$ cat src/verilog/rasu_pkg.sv
package rasu_pkg;
   localparam int unsigned ADDR_W      = 16;
   localparam int unsigned STACK_DEPTH = 8;
   localparam int unsigned FLUSH_WORDS = 2;
   localparam int unsigned COND_EXTRA  = 1;
   localparam int unsigned EXPONENT_SHIFT_INSTRUCTION_WIN    = 2;
   localparam logic [15:0] RESET_WORD  = 16'h0000;

   typedef enum logic [2:0] {
      RASU_OP_NONE,
      RASU_OP_BRANCH,
      RASU_OP_CALL,
      RASU_OP_RETURN,
      RASU_OP_INTR
   } rasu_flow_t;

   typedef enum logic [2:0] {
      RASU_STK_NONE,
      RASU_STK_PUSH_ACC,
      RASU_STK_POP_ACC,
      RASU_STK_PUSH_DMEM,
      RASU_STK_POP_DMEM
   } rasu_stk_t;

   typedef enum logic [1:0] {
      RASU_PS_RUN,
      RASU_PS_COND_WAIT,
      RASU_PS_FLUSH,
      RASU_PS_REPEAT
   } rasu_state_t;
endpackage
$ cat src/verilog/rasu_core.sv
`timescale 1ns/100ps
// Behaviour
// eight-entry, 16-bit return stack, only top entry visible
// call or interrupt pushes return address in the same cycle, no extra cycles
// return loads top entry into program counter and pops
// accumulator push puts low 16 accumulator bits on top, entries shift down
// accumulator pop writes top entry to accumulator low half and pops
// data-memory push and pop through top entry
// push shifts all entries down, eighth entry lost, no overflow flag
// pop shifts entries up, bottom keeps value
// separate single 16-bit micro return latch
// repeated two-operand ops save next fetch address, restore on finish
// during repeat, program counter steps first operand address each iteration
// micro return latch has no software access path
// four overlapping pipeline stages: fetch, decode, operand, execute
// instruction right after global map write still sees old map
// exponent shift uses execute-stage pointer; next two words change it in decode
// evaluate combinationally, latch on clock edge; dependent ops take successive cycles
// branch only redirects; call also pushes following address
// unconditional always taken; conditional taken only when all conditions hold
// taken flow change in execute discards two fetched words
// conditional branch costs one extra cycle over unconditional
// at most one push or pop per cycle; call push and stack op never coincide
module rasu_core #(
   parameter int unsigned DEPTH = rasu_pkg::STACK_DEPTH
) (
   input  wire logic                           ref_clk_i,
   input  wire logic                           reset_n_i,
   input  wire logic                           instr_valid_i,
   input  wire rasu_pkg::rasu_flow_t           flow_op_i,
   input  wire logic                           flow_cond_i,
   input  wire logic                           cond_all_met_i,
   input  wire logic [rasu_pkg::ADDR_W-1:0]    target_addr_i,
   input  wire logic                           two_word_i,
   input  wire rasu_pkg::rasu_stk_t            stack_op_i,
   input  wire logic [rasu_pkg::ADDR_W-1:0]    acc_low_i,
   input  wire logic [rasu_pkg::ADDR_W-1:0]    dmem_rd_i,
   input  wire logic                           rpt_start_i,
   input  wire logic                           rpt_last_i,
   input  wire logic [rasu_pkg::ADDR_W-1:0]    rpt_operand_i,
   input  wire logic                           global_map_wr_i,
   input  wire logic [rasu_pkg::ADDR_W-1:0]    global_map_i,
   input  wire logic                           exp_shift_exec_i,
   output logic      [rasu_pkg::ADDR_W-1:0]    pc_o,
   output logic      [rasu_pkg::ADDR_W-1:0]    fetch_addr_o,
   output logic      [rasu_pkg::ADDR_W-1:0]    stack_top_o,
   output logic                                acc_wr_o,
   output logic      [rasu_pkg::ADDR_W-1:0]    acc_wr_data_o,
   output logic                                dmem_wr_o,
   output logic      [rasu_pkg::ADDR_W-1:0]    dmem_wr_data_o,
   output logic                                flush_o,
   output logic                                stall_o,
   output logic      [rasu_pkg::ADDR_W-1:0]    global_map_o,
   output logic                                exp_shift_hazard_o,
   output logic      [3:0]                     stage_busy_o
);
   localparam int unsigned AW = rasu_pkg::ADDR_W;

   typedef struct packed {
      logic [DEPTH-1:0][AW-1:0] stk;
      logic [AW-1:0]            micro_return_latch;
      logic                     micro_full;
      logic [AW-1:0]            pc;
      logic [AW-1:0]            operand_ptr;
      rasu_pkg::rasu_state_t    state;
      logic [1:0]               flush_cnt;
      logic [3:0]               stage_busy;
      logic [AW-1:0]            global_map;
      logic [1:0]               exp_win;
      logic                     acc_wr;
      logic [AW-1:0]            acc_wr_data;
      logic                     dmem_wr;
      logic [AW-1:0]            dmem_wr_data;
   } rasu_state_s_t;

   // reset image built from package constants, so a changed reset word lands everywhere
   localparam rasu_state_s_t RESET_STATE = '{
      stk:                {DEPTH{rasu_pkg::RESET_WORD}},
      micro_return_latch: rasu_pkg::RESET_WORD,
      micro_full:         1'b0,
      pc:                 rasu_pkg::RESET_WORD,
      operand_ptr:        rasu_pkg::RESET_WORD,
      state:              rasu_pkg::RASU_PS_RUN,
      flush_cnt:          2'h0,
      stage_busy:         4'h0,
      global_map:         rasu_pkg::RESET_WORD,
      exp_win:            2'h0,
      acc_wr:             1'b0,
      acc_wr_data:        rasu_pkg::RESET_WORD,
      dmem_wr:            1'b0,
      dmem_wr_data:       rasu_pkg::RESET_WORD
   };

   rasu_state_s_t cur;
   rasu_state_s_t next_cur;

   function automatic logic taken(input rasu_pkg::rasu_flow_t op, input logic cnd,
                                  input logic met);
      taken = (op != rasu_pkg::RASU_OP_NONE) && (!cnd || met);
   endfunction

   function automatic logic [AW-1:0] seq_step(input logic [AW-1:0] pc, input logic two);
      seq_step = two ? AW'(pc + AW'(2)) : AW'(pc + AW'(1));
   endfunction

   logic do_push;
   logic do_pop;
   logic [AW-1:0] push_val;
   logic take;
   logic [DEPTH-1:1][AW-1:0] shifted_down;
   logic [DEPTH-2:0][AW-1:0] shifted_up;

   // both shift networks are always built; one choice below picks at most one of them
   generate
      for (genvar g = 1; g < DEPTH; g++) begin : gen_shift
         assign shifted_down[g] = cur.stk[g-1];
         assign shifted_up[g-1] = cur.stk[g];
      end
   endgenerate

   always_comb begin
      next_cur = cur;
      next_cur.acc_wr = 1'b0;
      next_cur.dmem_wr = 1'b0;
      do_push = 1'b0;
      do_pop = 1'b0;
      push_val = '0;
      take = 1'b0;
      // every stage advances each cycle; the shift register tracks occupancy
      next_cur.stage_busy = {cur.stage_busy[2:0],
                             instr_valid_i && cur.state == rasu_pkg::RASU_PS_RUN};
      // decode-stage pointer changes land before the shift executes
      next_cur.exp_win = exp_shift_exec_i ? 2'(rasu_pkg::EXPONENT_SHIFT_INSTRUCTION_WIN) :
                         (cur.exp_win != 2'h0 ? 2'(cur.exp_win - 2'h1) : 2'h0);
      // new map is registered, so the very next instruction still sees the old one
      if (global_map_wr_i) begin
         next_cur.global_map = global_map_i;
      end
      case (cur.state)
         rasu_pkg::RASU_PS_RUN: begin
            if (instr_valid_i) begin
               take = taken(flow_op_i, flow_cond_i, cond_all_met_i);
               if (flow_op_i != rasu_pkg::RASU_OP_NONE && flow_cond_i) begin
                  // conditions settle one cycle after the previous instruction
                  next_cur.state = rasu_pkg::RASU_PS_COND_WAIT;
               end else if (rpt_start_i) begin
                  next_cur.micro_return_latch = seq_step(cur.pc, two_word_i);
                  next_cur.micro_full = 1'b1;
                  next_cur.operand_ptr = rpt_operand_i;
                  next_cur.state = rasu_pkg::RASU_PS_REPEAT;
               end else if (take) begin
                  case (flow_op_i)
                     rasu_pkg::RASU_OP_CALL, rasu_pkg::RASU_OP_INTR: begin
                        do_push = 1'b1;
                        push_val = seq_step(cur.pc, two_word_i);
                        next_cur.pc = target_addr_i;
                     end
                     rasu_pkg::RASU_OP_RETURN: begin
                        do_pop = 1'b1;
                        next_cur.pc = cur.stk[0];
                     end
                     default: next_cur.pc = target_addr_i;
                  endcase
                  next_cur.state = rasu_pkg::RASU_PS_FLUSH;
                  next_cur.flush_cnt = 2'(rasu_pkg::FLUSH_WORDS);
               end else begin
                  // explicit stack ops only without flow change
                  case (stack_op_i)
                     rasu_pkg::RASU_STK_PUSH_ACC: begin
                        do_push = 1'b1;
                        push_val = acc_low_i;
                     end
                     rasu_pkg::RASU_STK_PUSH_DMEM: begin
                        do_push = 1'b1;
                        push_val = dmem_rd_i;
                     end
                     rasu_pkg::RASU_STK_POP_ACC: begin
                        do_pop = 1'b1;
                        next_cur.acc_wr = 1'b1;
                        next_cur.acc_wr_data = cur.stk[0];
                     end
                     rasu_pkg::RASU_STK_POP_DMEM: begin
                        do_pop = 1'b1;
                        next_cur.dmem_wr = 1'b1;
                        next_cur.dmem_wr_data = cur.stk[0];
                     end
                     default: ;
                  endcase
                  next_cur.pc = seq_step(cur.pc, two_word_i);
               end
            end
         end
         rasu_pkg::RASU_PS_COND_WAIT: begin
            take = taken(flow_op_i, flow_cond_i, cond_all_met_i);
            if (take) begin
               case (flow_op_i)
                  rasu_pkg::RASU_OP_CALL, rasu_pkg::RASU_OP_INTR: begin
                     do_push = 1'b1;
                     push_val = seq_step(cur.pc, two_word_i);
                     next_cur.pc = target_addr_i;
                  end
                  rasu_pkg::RASU_OP_RETURN: begin
                     do_pop = 1'b1;
                     next_cur.pc = cur.stk[0];
                  end
                  default: next_cur.pc = target_addr_i;
               endcase
               next_cur.state = rasu_pkg::RASU_PS_FLUSH;
               next_cur.flush_cnt = 2'(rasu_pkg::FLUSH_WORDS);
            end else begin
               // not taken: the two fetched words execute normally
               next_cur.pc = seq_step(cur.pc, two_word_i);
               next_cur.state = rasu_pkg::RASU_PS_RUN;
            end
         end
         rasu_pkg::RASU_PS_FLUSH: begin
            next_cur.flush_cnt = 2'(cur.flush_cnt - 2'h1);
            if (cur.flush_cnt == 2'h1) begin
               next_cur.state = rasu_pkg::RASU_PS_RUN;
            end
         end
         rasu_pkg::RASU_PS_REPEAT: begin
            next_cur.operand_ptr = AW'(cur.operand_ptr + AW'(1));
            if (rpt_last_i) begin
               next_cur.pc = cur.micro_return_latch;
               next_cur.micro_full = 1'b0;
               next_cur.state = rasu_pkg::RASU_PS_RUN;
            end
         end
         default: next_cur.state = rasu_pkg::RASU_PS_RUN;
      endcase
      // one if/else below picks push over pop, so push and pop are exclusive
      if (do_push) begin
         next_cur.stk[DEPTH-1:1] = shifted_down;
         next_cur.stk[0]         = push_val;
      end else if (do_pop) begin
         // bottom entry is left as it was, so repeated pops copy it upward
         next_cur.stk[DEPTH-2:0] = shifted_up;
      end
   end

   always_ff @(posedge ref_clk_i or negedge reset_n_i) begin
      if (!reset_n_i) begin
         cur <= RESET_STATE;
      end else begin
         cur <= next_cur;
      end
   end

   // the micro latch has no read port toward software
   assign pc_o               = cur.pc;
   assign fetch_addr_o       = (cur.state == rasu_pkg::RASU_PS_REPEAT) ? cur.operand_ptr : cur.pc;
   assign stack_top_o        = cur.stk[0];
   assign acc_wr_o           = cur.acc_wr;
   assign acc_wr_data_o      = cur.acc_wr_data;
   assign dmem_wr_o          = cur.dmem_wr;
   assign dmem_wr_data_o     = cur.dmem_wr_data;
   assign flush_o            = (cur.state == rasu_pkg::RASU_PS_FLUSH);
   assign stall_o            = (cur.state != rasu_pkg::RASU_PS_RUN);
   assign global_map_o       = cur.global_map;
   assign exp_shift_hazard_o = (cur.exp_win != 2'h0);
   assign stage_busy_o       = cur.stage_busy;
endmodule

$ cat config.mk
export PLATFORM = sky130hd
export DESIGN_NAME = rasu_core
export DESIGN_NICKNAME = d
export VERILOG_FILES = /design/src/verilog/rasu_pkg.sv /design/src/verilog/rasu_core.sv
export SDC_FILE = /design/constraint.sdc
export NUM_CORES = 1
export LEC_CHECK = 0
export ABC_AREA = 1
export CAP_MARGIN = 20
export CORE_ASPECT_RATIO = 0.6
export CORE_MARGIN = 5
export CORE_UTILIZATION = 64
export DETAILED_ROUTE_END_ITERATION = 16
export DONT_BUFFER_PORTS = 1
export PLACE_DENSITY_LB_ADDON = 0.2
export SLEW_MARGIN = 30
export SYNTH_ARGS = -nofsm -noshare
export SYNTH_HDL_FRONTEND = slang
export SYNTH_SLANG_ARGS = --single-unit
$ cat constraint.sdc
create_clock -name ref_clk_i -period 2.2 [get_ports ref_clk_i]
set_input_delay 0.22 -clock ref_clk_i [delete_from_list [all_inputs] [get_ports ref_clk_i]]
set_output_delay 0.22 -clock ref_clk_i [all_outputs]
set_load 0.02 [all_outputs]
* Yosys cells after proc, flatten, opt, wreduce, memory -nomap -nowiden
Cells that the tools add are included.
** Word-level totals
- Input port bits :: 96
- Bits in registers :: 236
- Word-level logic and storage cells :: 128
- Output and inout bits :: 105
** Cells by class
- Bitwise gates (word level) :: 3
- Muxes and demuxes :: 57
- Reduce and logical (&&, ||, !) cells :: 23
- Add/subtract/negate cells :: 5
- Eq/ne operators :: 20
** Operators by type and width (number)
- 2-to-1 mux 112 bit :: 2
- 2-to-1 mux 16 bit :: 13
- 2-to-1 mux 34 bit :: 5
- one-hot mux 16 bit (2 select lines) :: 3
- one-hot mux 16 bit (3 select lines) :: 1
- 2-to-1 mux 36 bit :: 1
- 2-to-1 mux 17 bit :: 2
- adder 16 x 1 -> 16 bit, second input constant :: 2
- 2-to-1 mux 32 bit :: 1
- 2-to-1 mux 2 bit :: 10
- AND reduction 6 bit :: 3
- adder 16 x 2 -> 16 bit, second input constant :: 1
- 2-to-1 mux 1 bit :: 14
- equality test 3 x 2 -> 1 bit, second input constant :: 4
- != test 2 bit, second input constant :: 6
- AND reduction 4 bit :: 3
- nonzero test 3 bit :: 3
- one-hot mux 2 bit (4 select lines) :: 1
- nonzero test 2 bit :: 4
- equality test 3 bit, second input constant :: 2
- one-hot mux 2 bit (3 select lines) :: 1
- OR reduction 2 bit :: 3
- AND reduction 5 bit :: 1
- equality test 2 x 1 -> 1 bit, second input constant :: 2
- other kinds (12) :: 20

* Depth between registers and ports, before layout
- Word-level depth :: 10
- Mapped depth :: 13
- Mapped depth without buffers :: 12

* Least setup slack after synthesis
No wires, ideal clock.
- Path kind :: reg2out
- Start :: reg cur[59] (netlist name)
- End :: out fetch_addr_o[0] (netlist name)
- Path slack :: 0.373 ns
- Required time :: 1.980 ns
- Stages on the path, launching flop included :: 6
- Buffers on the path :: 2
- Arrival :: 1.607 ns
- Path through :: dfrtp_1 > nand2_1 > inv_1 > buf_1 > buf_1 > o21ai_0
** Between the ends
- Longest elaborated chain between the ends :: 2
** RTL lines
- start: declaration :: RTL line rasu_core.sv:94 : rasu_state_s_t cur;
- start signal: assignment :: RTL line rasu_core.sv:246 : cur <= next_cur;
- equality test 2 bit :: RTL line rasu_core.sv:252 : assign fetch_addr_o = (cur.state == rasu_pkg::RASU_PS_REPEAT) ? cur.operand_ptr : cur.pc;
- 2-to-1 mux 16 bit :: RTL line rasu_core.sv:252
- end: declaration :: RTL line rasu_core.sv:45 : output logic [rasu_pkg::ADDR_W-1:0] fetch_addr_o,
Every way passes these cells.

* Worst setup path after layout
- Start :: reg cur[59] (netlist name)
- End :: reg cur (netlist bit dmem_wr_data_o[1])
** Between the ends
- Longest elaborated chain between the ends :: 2
** RTL lines
- zero test 2 bit :: RTL line rasu_core.sv:139 : case (cur.state)
- AND reduction 6 bit (no line)
Every way passes these cells.
A chain may end at the register's enable or synchronous reset.

==> reports/qor.txt <==
====================================================================================================
Maximum number of pins on one net before global-route repair                                     237
Slew headroom                                                                                  48.8%
Synth-to-layout area growth                                                                    8.36%
Worst EP arrival                                                                             2510 ps
Buffer levels on the longest clock path                                                            3
Yosys Warn Count                                                                                   0
Clock-pin slew reported for the worst setup and hold paths after clock tree synthesis          60 ps
Violations in the final reports                                                         negative hold slack
Initial antenna violation count                                                                    3
Post-synthesis area per instance                                                            7.23 um2
Final-layout worst hold slack                                                                -601 ps
Detailed Routing Iterations Pass 1                                                                 6
H-Tree Depth                                                                                       1
Total power per unit cell area                                                            976 nW/um2
Number of nets in the layout                                                                    1842
Via count                                                                                      11400
Placeable Area                                                                             19900 um2
Post-place setup slack                                                                        193 ps
Final std cell area, no fill                                                               13900 um2
Total standard cell area after synthesis                                                   12800 um2
Top-level port count                                                                             201
Global-route layer with the greatest usage                                                      met2
Drt drc                                                                                            0
Max-cap check violation count                                                                      0
Sum of internal, switching and leakage power                                                 13.6 mW
Setup skew after layout                                                                      12.6 ps
Cells taking the most area after synthesis                                              sky130_fd_sc_hd__dfrtp_1, sky130_fd_sc_hd__nand2_1, sky130_fd_sc_hd__buf_4
Start-to-end type of the worst setup path                                                 reg -> reg
Type of destination of the critical path                                                        flop
Setup Total Neg Slack                                                                           0 ps
Depth of the worst register-to-register path                                                       9
Count of different cell masters after synthesis                                                   33
Reg-to-reg critical path startpoint                                                     cur[59]$_DFFE_PN0P_
Kind of path behind the tightest hold check                                              in -> async
Actual slew at the worst max-slew pin                                                         768 ps
Fraction of final layout cells with drive strength greater than 1                              7.23%
First-pass GRT wire length                                                                  56700 um
Remaining Overflow, GRT                                                                            0
Final worst path period share                                                                  95.5%
Highest ir drop seen on vdd                                                                  1.12 mV
Net count after synthesis                                                                       1874
Post-synthesis sequential area ratio                                                           46.1%
Clock tree from TritonCTS                                                                       done
Worst skew pair latency                                                                       520 ps
Capturing point of the worst reg2reg path                                               dmem_wr_data_o[1]$_DFFE_PN0P_
Placed wire-length estimate                                                                 23600 um
Total routed wirelength                                                                     36200 um
Routed length per placed instance                                                            17.8 um
Category of the worst setup path launch point                                                   flop
Remaining number of nets flagged by the antenna check after routing                                0
Number of synthesized flops with an enable pin                                                     0
Die Span X                                                                                    193 um
Die Y-Extent                                                                                  120 um
Number of global-route vias before repair                                                      10700
Clock root buffer master                                                                sky130_fd_sc_hd__clkbuf_16
TritonCTS buffer count                                                                            23
Fraction of synthesized cell area taken by the top area cell type                              46.1%
Maximum clock frequency                                                                    0.476 GHz
Highest fanout seen on the critical path                                                          33
Effective utilization at floorplan                                                             64.5%
Hold-fix buffers, CTS                                                                             55
Total of flip-flops plus latches after synthesis                                                 236
Status                                                                                  complete, but fails checks
Routing usage on met1                                                                          44.8%
Largest area contributor in the netlist                                                 sky130_fd_sc_hd__dfrtp_1
Dominant synthesized flop cell                                                          sky130_fd_sc_hd__dfrtp_1
Total global-route track usage                                                                 30.7%
Vias per inst                                                                                   5.64
Minimum setup slack among reg-to-reg paths                                                    100 ps
Placement Rows                                                                                    40
Cell Area, Placed                                                                          12600 um2
Final setup fails                                                                                  0
P_leak                                                                                       7.31 nW
Initial drt markers                                                                             1328
Final max-slew violation count                                                                     0
Critical path required time                                                                  2610 ps
RD Place Congestion                                                                            0.990
Worst Setup Slack, final                                                                     99.2 ps
Minimum period implied by the final worst setup slack                                        2100 ps
Hold violation total from the final report                                                       236
Met2 Track Usage GR                                                                            45.5%
Share of flip-flops with an asynchronous set or reset after synthesis                           100%
TritonCTS Sinks                                                                                  236
Buffers on Ports                                                                                   0
DIE AREA                                                                                   23100 um2
Post-synthesis cell count                                                                       1773
Met3 GRT Util                                                                                  9.10%
====================================================================================================
## worst max-delay path, stage by stage, from the launching register on
cell and delay (ps):
sky130_fd_sc_hd__dfrtp_1 430, sky130_fd_sc_hd__inv_2 110, sky130_fd_sc_hd__nand2_2 70, sky130_fd_sc_hd__buf_4 160, sky130_fd_sc_hd__nor2_1 180, sky130_fd_sc_hd__nand3_1 170, sky130_fd_sc_hd__nor2_4 260, sky130_fd_sc_hd__nand4_2 110
sky130_fd_sc_hd__buf_4 260, sky130_fd_sc_hd__o21ai_0 240
## per-layer routing
metal,vias to the layer above,part of all wire (%)
li1,5413,-
met4,6,2.5
met5,-,0.13
met3,80,13
met1,5333,42
met2,617,42
## cell type report
class                   count  area [um2]
clock inverters            10        85.1
diodes                      1        2.50
well taps                 273         342
inverters                 109         409
fillers                  1624        5980
repair buffers            109        1020
flip-flops and latches    236        5910
clock buffers              30         642
multi-input cells        1262        5490
## metrics by stage
stage / hold WS (ps) / utilization, % / std cells
floorplan: -75.6 / - / 1773
finish: -601 / 69.9 / 2030
CTS: -617 / 69.7 / 2025
detailed placement: -70.1 / 63.3 / 1930
global route: -622 / 69.9 / 2029
global placement: -71.3 / 63.3 / 1930
## timing repair
action / in CTS / in global routing
hold endpoints to repair: 276 / 236
gates resized for setup: 0 / 5
endpoints found under the setup margin: 0 / 83
buffers inserted: 0 / 4
## state kept, by name (all words and copies together), names as in the netlist
name	count
acc_wr_data_o	16
acc_wr_o	1
cur	150
dmem_wr_data_o	16
dmem_wr_o	1
global_map_o	16
pc_o	16
stack_top_o	16
stage_busy_o	4
## power breakdown
| part | internal (mW) | switching [mW] | total [mW] | leakage [nW] |
|---|---|---|---|---|
| Combinational | 1.30 | 2.62 | 3.92 | 3.79 |
| Sequential | 4.89 | 0.851 | 5.74 | 3.15 |
| Clock | 2.18 | 1.72 | 3.89 | 0.362 |
| Total | 8.37 | 5.19 | 13.6 | 7.31 |
## layout by cell type (no fill, tap or decap), types with 2 or more instances in the layout
master and n:
sky130_fd_sc_hd__o21ai_1 31, sky130_fd_sc_hd__dfrtp_1 236, sky130_fd_sc_hd__inv_2 8, sky130_fd_sc_hd__nand4_1 7, sky130_fd_sc_hd__o22ai_1 2, sky130_fd_sc_hd__clkbuf_16 23, sky130_fd_sc_hd__nand2_2 2, sky130_fd_sc_hd__mux2_2 16
sky130_fd_sc_hd__buf_12 5, sky130_fd_sc_hd__ha_1 5, sky130_fd_sc_hd__a21boi_0 9, sky130_fd_sc_hd__clkbuf_8 4, sky130_fd_sc_hd__nand2_4 3, sky130_fd_sc_hd__nor2_1 49, sky130_fd_sc_hd__o31ai_1 2, sky130_fd_sc_hd__nor2_4 3
sky130_fd_sc_hd__nand4_2 2, sky130_fd_sc_hd__o211ai_1 12, sky130_fd_sc_hd__buf_4 48, sky130_fd_sc_hd__o21ai_0 91, sky130_fd_sc_hd__nand2_1 868, sky130_fd_sc_hd__nand3_1 95, sky130_fd_sc_hd__o21a_1 6, sky130_fd_sc_hd__a21oi_1 41
sky130_fd_sc_hd__clkinv_2 6, sky130_fd_sc_hd__xor2_1 6, sky130_fd_sc_hd__inv_1 101, sky130_fd_sc_hd__clkbuf_1 3, sky130_fd_sc_hd__nor3_1 6, sky130_fd_sc_hd__dlygate4sd3_1 55
## cells by family after synthesis
| group | share of synthesized area [%] |
|---|---|
| adder cells (fa/ha/maj) | 0.488 |
| multiplexers | 1.41 |
| flip-flops | 46.1 |
| AND/OR/NAND/NOR | 32.0 |
| AO/OA/AOI/OAI | 8.42 |
| XOR/XNOR | 0.410 |
| buffers and inverters | 11.2 |
## worst max-delay path by stage
stage                                   start                            end  slack, ps  depth (start not counted)
after floorplan           cur[59]$_DFFE_PN0P_                fetch_addr_o[0]        370                          5
after global placement    cur[59]$_DFFE_PN0P_  acc_wr_data_o[15]$_DFFE_PN0P_        230                         10
after detailed placement  cur[59]$_DFFE_PN0P_  dmem_wr_data_o[0]$_DFFE_PN0P_        190                         10
after CTS                 cur[59]$_DFFE_PN0P_                fetch_addr_o[9]         30                          5
after global routing      cur[59]$_DFFE_PN0P_   acc_wr_data_o[8]$_DFFE_PN0P_        -10                         10
final                     cur[59]$_DFFE_PN0P_  dmem_wr_data_o[1]$_DFFE_PN0P_        100                          9
## cell usage after synthesis (9+ instances only)
master / count
sky130_fd_sc_hd__o21ai_0: 94
sky130_fd_sc_hd__clkbuf_1: 35
sky130_fd_sc_hd__nor2_1: 50
sky130_fd_sc_hd__mux2_2: 16
sky130_fd_sc_hd__o21ai_1: 28
sky130_fd_sc_hd__inv_1: 101
sky130_fd_sc_hd__o211ai_1: 12
sky130_fd_sc_hd__a21boi_0: 9
sky130_fd_sc_hd__buf_2: 32
sky130_fd_sc_hd__nand3_1: 95
sky130_fd_sc_hd__nand2_1: 869
sky130_fd_sc_hd__dfrtp_1: 236
sky130_fd_sc_hd__buf_4: 92
sky130_fd_sc_hd__a21oi_1: 41
Power figures use the tool's default switching activity.
